===== src/hw/nsc_pkg.sv =====
package nsc_pkg;
    // Command codes
    localparam logic [7:0] CMD_READ = 8'h00;
    localparam logic [7:0] CMD_PROG = 8'h10;
    localparam logic [7:0] CMD_MPROG = 8'h11;
    localparam logic [7:0] CMD_CPROG = 8'h15;
    localparam logic [7:0] CMD_CREAD = 8'h31;
    localparam logic [7:0] CMD_STATUS = 8'h70;
    localparam logic [7:0] CMD_STATUS2 = 8'h71;
    localparam logic [7:0] CMD_SDIN = 8'h80;
    localparam logic [7:0] CMD_COLCHG = 8'h85;
    localparam logic [7:0] CMD_RESET = 8'hFF;
    // Status byte bit positions
    localparam int ST_FAIL = 0;
    localparam int ST_FAIL_PREV = 1;
    localparam int ST_PB_RDY = 5;
    localparam int ST_DC_RDY = 6;
    localparam int ST_NOT_WP = 7;
    localparam logic [7:0] ST_ZERO_MASK = 8'h1C;
    // District field of fifth ID byte
    localparam int ID_DIST_LSB = 2;
    // Host limits
    localparam int PART_PROG_MAX = 4;
    localparam int PAGES_PER_BLOCK = 64;
    localparam int BLOCKS = 2048;
    localparam int VALID_BLOCKS_MIN = 2008;
    // Strobe timing in cycles
    localparam int STROBE_CYC = 2;
    // User-side request
    typedef struct packed {
        logic [7:0] code;
        logic is_cmd;
        logic is_read;
        logic [15:0] page;
    } nsc_req_t;
    // Answer to the user
    typedef struct packed {
        logic [7:0] data;
        logic fail;
        logic fail_prev;
        logic pb_rdy;
        logic dc_rdy;
        logic not_wp;
        logic valid;
        logic [3:0] districts;
    } nsc_ans_t;
    typedef enum logic [2:0] {
        S_IDLE = 3'b000,
        S_SETUP = 3'b001,
        S_STROBE = 3'b010,
        S_HOLD = 3'b011,
        S_DONE = 3'b100
    } nsc_state_t;
endpackage


===== src/hw/nsc_host.sv =====
`timescale 1ns/1ps
// Operation
// RL1: Send 70h, read status per strobe
// RL2: Bit one is program/erase pass-fail
// RL3: Cache program: bit one valid when PB ready
// RL4: Cache program: bit two valid when DC ready
// RL5: Bit six page buffer ready; 3-5 zero
// RL6: Bit seven data cache ready
// RL7: Bit eight high means not protected
// RL8: Trust pass-fail only when ready after program
// RL9: Bit six equals seven unless 15h/31h
// RL10: Status mode held until 00h issued; host clears its status mode on any command other than 70h/71h
// RL11: FFh halts any running operation
// RL12: Reset in cache program may abort two
// RL13: Power-up busy: only FFh or 70h
// RL14: Never send undefined command codes
// RL15: While busy only 70h, 71h, FFh
// RL16: After 80h only 85h,10h,11h,15h,FFh
// RL17: Program pages in ascending order
// RL18: Write-protect low aborts program/erase
// RL19: Sixth address cycle is ignored
// RL20: At most four partial programs per page
// RL21: Never erase bad blocks
// RL22: District field 00/01/10/11 means 1/2/4/8
// RL23: Status refreshed on every read strobe
module nsc_host
    import nsc_pkg::*;
#(
    parameter int PAGE_W = 16
) (
    input wire logic CLK,
    input wire logic RSTN,
    input wire nsc_pkg::nsc_req_t REQ,
    input wire logic REQ_VALID,
    output logic REQ_READY,
    output logic REQ_REFUSED,
    output nsc_pkg::nsc_ans_t ANS,
    output logic CLE,
    output logic ALE,
    output logic CE_N,
    output logic WE_N,
    output logic READ_STROBE_N,
    output logic WP_N,
    output logic [7:0] IO_OUT,
    output logic IO_OE,
    input wire logic [7:0] IO_IN,
    input wire logic READY_BUSY_N,
    input wire logic WP_ENABLE
);
    import nsc_pkg::*;

    nsc_state_t state_reg; // Sequencer state
    nsc_req_t req_reg; // Request in flight
    logic [1:0] cnt_reg; // Strobe phase counter
    logic after_sdin_reg; // 80h seen, program open
    logic status_mode_reg; // Device in status mode
    logic [7:0] last_cmd_reg; // Command before status
    logic [7:0] prev_cmd_reg; // Command before last status
    logic [PAGE_W-1:0] last_page_reg; // Last programmed page
    logic [2:0] part_cnt_reg; // Partial programs on page
    logic boot_reg; // Power-up busy window not yet over
    logic prev_is_prog; // Status read follows a program
    logic allowed; // Command may be sent now
    logic known; // Command in defined set

    // Defined command set check; no erase code, so no bad block is erased
    always_comb begin
        known = (REQ.code == CMD_READ) || (REQ.code == CMD_PROG) ||
            (REQ.code == CMD_MPROG) || (REQ.code == CMD_CPROG) ||
            (REQ.code == CMD_CREAD) || (REQ.code == CMD_STATUS) ||
            (REQ.code == CMD_STATUS2) || (REQ.code == CMD_SDIN) ||
            (REQ.code == CMD_COLCHG) || (REQ.code == CMD_RESET); // RL14 RL21
    end

    // Admission of a request
    always_comb begin
        allowed = 1'b1;
        if (REQ.is_cmd && !known) begin
            allowed = 1'b0; // RL14
        end else if (REQ.is_cmd && boot_reg && !READY_BUSY_N &&
            REQ.code == CMD_STATUS2) begin
            allowed = 1'b0; // RL13
        end else if (REQ.is_cmd && !READY_BUSY_N &&
            REQ.code != CMD_STATUS && REQ.code != CMD_STATUS2 &&
            REQ.code != CMD_RESET) begin
            allowed = 1'b0; // RL13 RL15
        end else if (REQ.is_cmd && after_sdin_reg &&
            REQ.code != CMD_COLCHG && REQ.code != CMD_PROG &&
            REQ.code != CMD_MPROG && REQ.code != CMD_CPROG &&
            REQ.code != CMD_RESET) begin
            allowed = 1'b0; // RL16
        end else if (REQ.is_cmd && REQ.code == CMD_SDIN &&
            REQ.page[PAGE_W-1:0] < last_page_reg &&
            last_page_reg != '0) begin
            allowed = 1'b0; // RL17
        end else if (REQ.is_cmd && REQ.code == CMD_SDIN &&
            REQ.page[PAGE_W-1:0] == last_page_reg &&
            part_cnt_reg >= 3'(PART_PROG_MAX)) begin
            allowed = 1'b0; // RL20
        end else if (REQ.is_cmd && REQ.code == CMD_SDIN && !WP_ENABLE) begin
            allowed = 1'b0; // RL18
        end
    end

    // Sequencer driving the pin strobes
    always_ff @(posedge CLK or negedge RSTN) begin
        if (!RSTN) begin
            state_reg <= S_IDLE;
            req_reg <= '0;
            cnt_reg <= 2'h0;
            REQ_READY <= 1'b0;
            REQ_REFUSED <= 1'b0;
            CLE <= 1'b0;
            ALE <= 1'b0;
            CE_N <= 1'b1;
            WE_N <= 1'b1;
            READ_STROBE_N <= 1'b1;
            IO_OUT <= 8'h00;
            IO_OE <= 1'b0;
        end else begin
            REQ_REFUSED <= 1'b0;
            case (state_reg)
                S_IDLE: begin
                    REQ_READY <= 1'b1;
                    if (REQ_VALID && REQ_READY) begin
                        REQ_READY <= 1'b0;
                        if (allowed) begin
                            req_reg <= REQ;
                            CE_N <= 1'b0;
                            CLE <= REQ.is_cmd;
                            ALE <= !REQ.is_cmd && !REQ.is_read;
                            IO_OUT <= REQ.code;
                            IO_OE <= !REQ.is_read;
                            state_reg <= S_SETUP;
                        end else begin
                            REQ_REFUSED <= 1'b1;
                        end
                    end
                end
                S_SETUP: begin
                    cnt_reg <= 2'h0;
                    if (req_reg.is_read) begin
                        READ_STROBE_N <= 1'b0; // RL1 RL23
                    end else begin
                        WE_N <= 1'b0;
                    end
                    state_reg <= S_STROBE;
                end
                S_STROBE: begin
                    cnt_reg <= cnt_reg + 2'h1;
                    if (cnt_reg == 2'(STROBE_CYC - 1)) begin
                        WE_N <= 1'b1;
                        READ_STROBE_N <= 1'b1;
                        state_reg <= S_HOLD;
                    end
                end
                S_HOLD: begin
                    CLE <= 1'b0;
                    ALE <= 1'b0;
                    IO_OE <= 1'b0;
                    state_reg <= S_DONE;
                end
                default: begin
                    state_reg <= S_IDLE;
                end
            endcase
        end
    end

    // Track command history and program bookkeeping
    always_ff @(posedge CLK or negedge RSTN) begin
        if (!RSTN) begin
            after_sdin_reg <= 1'b0;
            status_mode_reg <= 1'b0;
            last_cmd_reg <= CMD_RESET;
            prev_cmd_reg <= CMD_RESET;
            last_page_reg <= '0;
            part_cnt_reg <= 3'h0;
        end else if (state_reg == S_HOLD && req_reg.is_cmd) begin
            if (req_reg.code == CMD_STATUS || req_reg.code == CMD_STATUS2) begin
                status_mode_reg <= 1'b1; // RL1
                prev_cmd_reg <= last_cmd_reg;
            end else if (req_reg.code == CMD_READ) begin
                status_mode_reg <= 1'b0; // RL10
            end else if (req_reg.code == CMD_RESET) begin
                status_mode_reg <= 1'b0; // RL11 RL12
                after_sdin_reg <= 1'b0;
            end else begin
                status_mode_reg <= 1'b0;
            end
            if (req_reg.code != CMD_STATUS && req_reg.code != CMD_STATUS2) begin
                last_cmd_reg <= req_reg.code;
            end
            if (req_reg.code == CMD_SDIN) begin
                after_sdin_reg <= 1'b1;
                if (req_reg.page[PAGE_W-1:0] == last_page_reg) begin
                    part_cnt_reg <= part_cnt_reg + 3'h1; // RL20
                end else begin
                    part_cnt_reg <= 3'h1;
                end
                last_page_reg <= req_reg.page[PAGE_W-1:0]; // RL17
            end else if (req_reg.code == CMD_PROG ||
                req_reg.code == CMD_MPROG || req_reg.code == CMD_CPROG) begin
                after_sdin_reg <= 1'b0;
            end else if (req_reg.code != CMD_COLCHG) begin
                after_sdin_reg <= 1'b0; // RL16
            end
        end
    end

    // Capture read byte and decode status fields
    always_ff @(posedge CLK or negedge RSTN) begin
        if (!RSTN) begin
            ANS <= '0;
        end else begin
            ANS.valid <= 1'b0;
            if (state_reg == S_STROBE && req_reg.is_read &&
                cnt_reg == 2'(STROBE_CYC - 1)) begin
                ANS.data <= IO_IN;
                ANS.valid <= 1'b1;
                ANS.pb_rdy <= IO_IN[ST_PB_RDY]; // RL5
                ANS.dc_rdy <= IO_IN[ST_DC_RDY]; // RL6
                ANS.not_wp <= IO_IN[ST_NOT_WP]; // RL7
                ANS.fail <= status_mode_reg && prev_is_prog &&
                    IO_IN[ST_PB_RDY] && IO_IN[ST_FAIL]; // RL2 RL3 RL8
                ANS.fail_prev <= status_mode_reg &&
                    prev_cmd_reg == CMD_CPROG && IO_IN[ST_DC_RDY] &&
                    IO_IN[ST_FAIL_PREV]; // RL4 RL8
                ANS.districts <= 4'h1 << IO_IN[ID_DIST_LSB +: 2]; // RL22
            end
        end
    end

    // Write protect pin follows the user enable
    always_ff @(posedge CLK or negedge RSTN) begin
        if (!RSTN) begin
            WP_N <= 1'b0;
        end else begin
            WP_N <= WP_ENABLE; // RL18
        end
    end

    // Power-up busy window ends at the first ready seen
    always_ff @(posedge CLK or negedge RSTN) begin
        if (!RSTN) begin
            boot_reg <= 1'b1;
        end else if (READY_BUSY_N) begin
            boot_reg <= 1'b0; // RL13
        end
    end

    // Pass-fail bits only mean something after a program
    always_comb begin
        prev_is_prog = (prev_cmd_reg == CMD_PROG) ||
            (prev_cmd_reg == CMD_MPROG) ||
            (prev_cmd_reg == CMD_CPROG); // RL8
    end
endmodule


===== config.mk =====
export PLATFORM = sky130hd
export DESIGN_NAME = nsc_host
export DESIGN_NICKNAME = d
export VERILOG_FILES = /design/src/hw/nsc_pkg.sv /design/src/hw/nsc_host.sv
export SDC_FILE = /design/constraint.sdc
export NUM_CORES = 1
export LEC_CHECK = 0
export BUFFER_PORTS_ARGS = -buffer_cell sky130_fd_sc_hd__buf_2
export CORE_ASPECT_RATIO = 1.5
export CORE_UTILIZATION = 55
export CTS_BUF_LIST = sky130_fd_sc_hd__clkbuf_16
export DETAILED_ROUTE_END_ITERATION = 16
export MAX_ROUTING_LAYER = met4
export PLACE_DENSITY = 0.78
export SYNTH_ARGS = -nofsm -noshare
export SYNTH_HDL_FRONTEND = slang
export SYNTH_SLANG_ARGS = --single-unit

===== constraint.sdc =====
create_clock -name CLK -period 7.6 [get_ports CLK]
set_input_delay 1.9 -clock CLK [delete_from_list [all_inputs] [get_ports CLK]]
set_output_delay 1.9 -clock CLK [all_outputs]
set_load 0.01 [all_outputs]

---- Word level (Yosys, flattened, before mapping) ----
Cells that the tools add are included.
storage, ports and cells
  input bits .............................. 39
  output and inout bits ................... 35
  bits in registers ....................... 96
  word-level logic and storage cells ...... 183
cells by class
  equality and inequality tests ........... 42
  muxes and demuxes ....................... 39
  add/subtract/negate cells ............... 2
  $lt $le $gt $ge ......................... 2
  shifts and indexed selects .............. 1
  reduce and logical (&&, ||, !) cells .... 67
operators with widths
  cell                                                                      number
  8-bit by 5-bit == test with 1-bit output (second input constant)          9
  8-bit == test (second input constant)                                     5
  16-bit == test                                                            2
  8-bit by 7-bit == test with 1-bit output (second input constant)          4
  1-bit logical AND                                                         32
  8-bit by 7-bit inequality test with 1-bit output (second input constant)  4
  1-bit two-way mux                                                         27
  8-bit by 5-bit inequality test with 1-bit output (second input constant)  3
  8-bit inequality test (second input constant)                             3
  8-bit zero test                                                           2
  16-bit < comparator                                                       1
  16-bit nonzero test                                                       1
  3-bit AND reduction                                                       5
  1-bit logical OR                                                          14
  3-bit two-way mux                                                         4
  3-bit case mux with 4 select lines                                        1
  1-bit case mux with 2 select lines                                        5
  8-bit by 6-bit == test with 1-bit output (second input constant)          1
  2-bit inequality test (second input constant)                             4
  4-bit by 1-bit inequality test with 1-bit output (second input constant)  2
  3-bit by 2-bit == test with 1-bit output (second input constant)          2
  2-bit AND reduction                                                       3
  1-bit zero test                                                           5
  5-bit two-way mux                                                         1
  12 further kinds                                                          13

---- Longest topological paths before layout ----
  depth in word-level cells ............... 16
  mapped depth ............................ 11
  mapped depth without buffers ............ 9

---- Worst setup path before layout ----
No wires, ideal clock.
  kind .................................... input-to-reg
  start ................................... in REQ[13] in the netlist's numbering
  end ..................................... reg req_reg[0] in the netlist's numbering
  path slack .............................. 3,534 ps
  library setup time ...................... 125 ps
  data required time ...................... 7,475 ps
  cell stages on the path ................. 10
  arrival ................................. 3,941 ps
  buffers on the path ..................... 2
  path through ............................ ha_1 > nand4_1 > or4_1 > a21o_1 > o2111ai_1 > o311ai_2 > a21boi_2 > buf_6 > buf_12 > mux2_4
on the way
  word-level cells in the longest chain between the ends .. 10
  elaborated cells between the ends (all ways) .. 13
  those cells by class .................... order compare: 1; eq/ne: 1; mux: 6; reduce/logical: 5
RTL lines
  item                                                                         RTL line         RTL
  from (decl)                                                                  nsc_host.sv:33   input wire nsc_pkg::nsc_req_t REQ,
  parallel branches: the longest is 4 deep, another holds 16-bit < comparator  --
  1-bit two-way mux (*)                                                        nsc_host.sv:92   end else if (REQ.is_cmd && REQ.code == CMD_SDIN &&
  1-bit two-way mux (*)                                                        nsc_host.sv:87   end else if (REQ.is_cmd && after_sdin_reg &&
  1-bit two-way mux (*)                                                        nsc_host.sv:83   end else if (REQ.is_cmd && !READY_BUSY_N &&
  1-bit two-way mux (*)                                                        nsc_host.sv:80   end else if (REQ.is_cmd && boot_reg && !READY_BUSY_N &&
  1-bit two-way mux (*)                                                        nsc_host.sv:78   if (REQ.is_cmd && !known) begin
  3-bit AND reduction (no source line) (*)                                     --
  to (signal assigned)                                                         nsc_host.sv:109  req_reg <= '0;
  to (signal assigned)                                                         nsc_host.sv:128  req_reg <= REQ;
  to (decl)                                                                    nsc_host.sv:53   nsc_req_t req_reg;
Every way passes the cells marked *.
A chain may end at the register's enable or synchronous reset.

---- Worst setup path in the final report ----
  start ................................... in REQ[13] in the netlist's numbering
  end ..................................... reg req_reg[18] in the netlist's numbering
Same word-level chain as after synthesis.

==> results.sh <==
export IMPL_total_power_mw=1.82
export IMPL_syn_nets=492
export IMPL_holdBufCountCts=0
export IMPL_fmax_mhz=216
export IMPL_largest_reg_flops=26
export IMPL_finalCritPeriodShare_pct=60.8
export IMPL_worst_ep_required_time_ns=7.83
export IMPL_path_delay_family="compound AO/OA/AOI/OAI gates"
export IMPL_grt_overflow_total=0
export IMPL_grt_pass1_wl_um=15900
export IMPL_syn_to_final_growth_pct=14.0
export IMPL_yosysMostFrequentCell="nand2_1"
export IMPL_setup_viol=0
export IMPL_path_class="input port to register"
export IMPL_antenna_left=0
export IMPL_grtUsageTotal_pct=24.6
export IMPL_cts_buffers=9
export IMPL_cap_violations=0
export IMPL_fin_skew_ns=0.00907
export IMPL_drc_errors=0
export IMPL_routed_wirelength_um=9450
export IMPL_die_area_um2=8710
export IMPL_synth_edf_count=0
export IMPL_clk_pin_slew_ns=0.06
export IMPL_p_leak_nw=2.47
export IMPL_clkLatencyLatePin_ns=0.35
export IMPL_drive_gt1_share_pct=29.0
export IMPL_finalNetCount=555
export IMPL_root_buffer="clkbuf_16"
export IMPL_coreArea_um2=8060
export IMPL_yosys_area_top_type="dfrtp_1"
export IMPL_syn_avg_cell_area_um2=10.5
export IMPL_drtIter0Drc=207
export IMPL_yosys_most_used_dff="dfrtp_1"
export IMPL_fillers=669
export IMPL_die_w_um=76.5
export IMPL_grt_pass1_vias=3416
export IMPL_p_seq_share_pct=45.3
export IMPL_ir_worst_vdd_v=0.000209
export IMPL_netlist_area_um2=4580
export IMPL_report_final_slew_viol_count=0
export IMPL_initial_core_util_pct=56.9
export IMPL_ys_seq_area_share_pct=51.3
export IMPL_dp_cells=592
export IMPL_relSlewSlack_pct=25.0
export IMPL_path_cells="buf_2 > ha_1 > nand4_1 > or4_1 > a21o_1 > o2111ai_1 > o311ai_2 > a21boi_4 > mux2_2"
export IMPL_cp_arrival_ns=4.85
export IMPL_io_pins=74
export IMPL_wl_per_cell_um=15.5
export IMPL_instances_no_fill=608
export IMPL_place_hpwl_um=6780
export IMPL_setup_tns_ns=0
export IMPL_htreeDepth=3
export IMPL_multi_input_area_um2=1960
export IMPL_place_gp_congestion=0.841
export IMPL_diodes=0
export IMPL_portBuffers=73
export IMPL_grt_max_degree=93
export IMPL_cts_tree="done"
export IMPL_slowest_stage="a21boi_4"
export IMPL_die_y_um=114
export IMPL_p_switching_mw=0.623
export IMPL_cp_max_fo=28
export IMPL_viasPerCell=5.51
export IMPL_vias=3353
export IMPL_regArea_um2=2350
export IMPL_worstMarginPinSlew_ns=1.13
export IMPL_cp_start_kind="input port"
export IMPL_hold_path_class="register to register"
export IMPL_p_clk_share_pct=23.1
export IMPL_postCtsResizedCells=0
export IMPL_post_synth_num_cell_types=54
export IMPL_cpPeakStageDelay_ns=0.91
export IMPL_synth_cells=435
export IMPL_power_internal_mw=1.20
export IMPL_switching_share_pct=34.2
export IMPL_synth_area_top_cells="dfrtp_1 40%, dfstp_2 11%, nand2_1 6.1%, ha_1 4.9%, mux2_2 4.4%"
export IMPL_status="finished clean"
export IMPL_clock_path_buffers=2
export IMPL_drtPass1Iterations=4
export IMPL_cts_sinks=93
export IMPL_period_needed_ns=4.62
export IMPL_rsz0062_at_grt="no"
export IMPL_hold_viol_final=0
export IMPL_end_kind="register"
export IMPL_synth_top_cell_area_share_pct=39.9
export IMPL_ys_ff_latch=93
export IMPL_synthArstFlopShare_pct=100
export IMPL_power_density_nw_per_um2=349
export IMPL_critPathBufInv=1
export IMPL_cts_setup_buffers=0
export IMPL_antenna_found_initial=0
export IMPL_synth_warnings=0
export IMPL_rows=40
export IMPL_synth_top_cells_by_count="75 x nand2_1, 73 x dfrtp_1, 38 x o21ai_0, 29 x inv_1, 20 x dfstp_2"
export IMPL_comb_power_share_pct=31.6
-- kinds of logic after synthesis --
logic type      synth area share [%]
fa+ha+maj                       4.92
simple gates                    14.7
xor+xnor                        3.44
compound gates                  10.7
buf+inv                         6.09
flops                           51.3
mux                             8.79
-- area by class of cell --
class / instances / share of cell area, %
clock buffers: 10 / 4.79
clock inverters: 6 / 0.527
inverters: 30 / 2.16
multi-input cells: 289 / 37.6
flip-flops and latches: 93 / 45.1
well taps: 105 / 2.52
repair buffers: 75 / 7.33
-- metal layers --
| layer | vias up | routed length (µm) | share of wire (%) | global-route usage (%) |
|---|---|---|---|---|
| li1 | 1622 | - | - | - |
| met1 | 1632 | 3980 | 42 | 27.9 |
| met2 | 83 | 4870 | 52 | 41.3 |
| met3 | 16 | 362 | 3.8 | 4.08 |
| met4 | 0 | 238 | 2.5 | 13.6 |
| met5 | - | 0 | 0 | - |
-- metrics by stage --
stage	hold WS [ns]	worst slack [ns]	area, µm²	utilization, %
after CTS	0.459	2.98	5220	64.8
after global routing	0.478	2.79	5220	64.8
after detailed placement	0.449	2.62	4940	61.4
after global placement	0.447	2.70	4940	61.4
final	0.457	2.98	5220	64.8
after floorplan	0.437	3.53	4580	-
-- tightest hold or removal path, cell delays in order (launching register included) --
cell	delay, ns
dfstp_2	0.36
inv_1	0.04
a21oi_1	0.05
-- placed cells by master, fill, tap and decap left out, types with 2 or more instances in the layout --
| cell | synthesis | layout |
|---|---|---|
| dfrtp_1 | 73 | 73 |
| buf_4 | 12 | 3 |
| mux2i_1 | 2 | 2 |
| a21oi_1 | 14 | 14 |
| nand3_1 | 6 | 6 |
| o21ai_1 | 2 | 2 |
| buf_2 | 3 | 72 |
| xor2_1 | 17 | 17 |
| inv_1 | 29 | 30 |
| nor4_1 | 12 | 11 |
| ha_1 | 18 | 18 |
| nor4b_1 | 2 | 2 |
| clkinv_1 | 1 | 3 |
| o31ai_1 | 4 | 4 |
| clkinv_2 | 0 | 2 |
| clkbuf_16 | 0 | 10 |
| o21ai_0 | 38 | 38 |
| mux2_4 | 12 | 12 |
| a21oi_2 | 2 | 2 |
| nor2_1 | 12 | 12 |
| or4_1 | 4 | 4 |
| nor3_1 | 4 | 4 |
| and2_1 | 3 | 3 |
| nand4_1 | 8 | 8 |
| mux2_2 | 18 | 18 |
| a2111oi_0 | 2 | 2 |
| nor2b_1 | 5 | 5 |
| dfstp_2 | 20 | 20 |
| nand2_1 | 75 | 75 |
| a21o_1 | 4 | 4 |
| nand2b_1 | 2 | 2 |
| o21a_1 | 2 | 2 |
-- path summary, 6_finish.rpt --
| kind | from | endpoint | slack [ns] | depth (start not counted) |
|---|---|---|---|---|
| worst max-delay path | REQ[13] | req_reg[18]$_DFFE_PN0P_ | 2.98 | 9 |
| worst min-delay path | last_cmd_reg[5]$_DFFE_PN1P_ | last_cmd_reg[5]$_DFFE_PN1P_ | 0.46 | 2 |
| min in group asynchronous | RSTN | cnt_reg[0]$_DFFE_PN0N_ | 1.32 | 1 |
| worst max register to register | last_page_reg[13]$_DFFE_PN0P_ | req_reg[18]$_DFFE_PN0P_ | 4.17 | 9 |
| max in group asynchronous | RSTN | req_reg[0]$_DFFE_PN0P_ | 5.01 | 2 |
| worst min register to register | last_cmd_reg[5]$_DFFE_PN1P_ | last_cmd_reg[5]$_DFFE_PN1P_ | 0.46 | 2 |
-- power by group through the flow --
stage / logic, mW / registers, mW / clock network [mW]
final: 0.576 / 0.826 / 0.421
after global routing: 0.648 / 0.850 / 0.449
after CTS: 0.583 / 0.825 / 0.428
after detailed placement: 0.579 / 0.832 / 0
after global placement: 0.559 / 0.822 / 0
after floorplan: 0.439 / 0.815 / 0
Power figures use the tool's default switching activity.
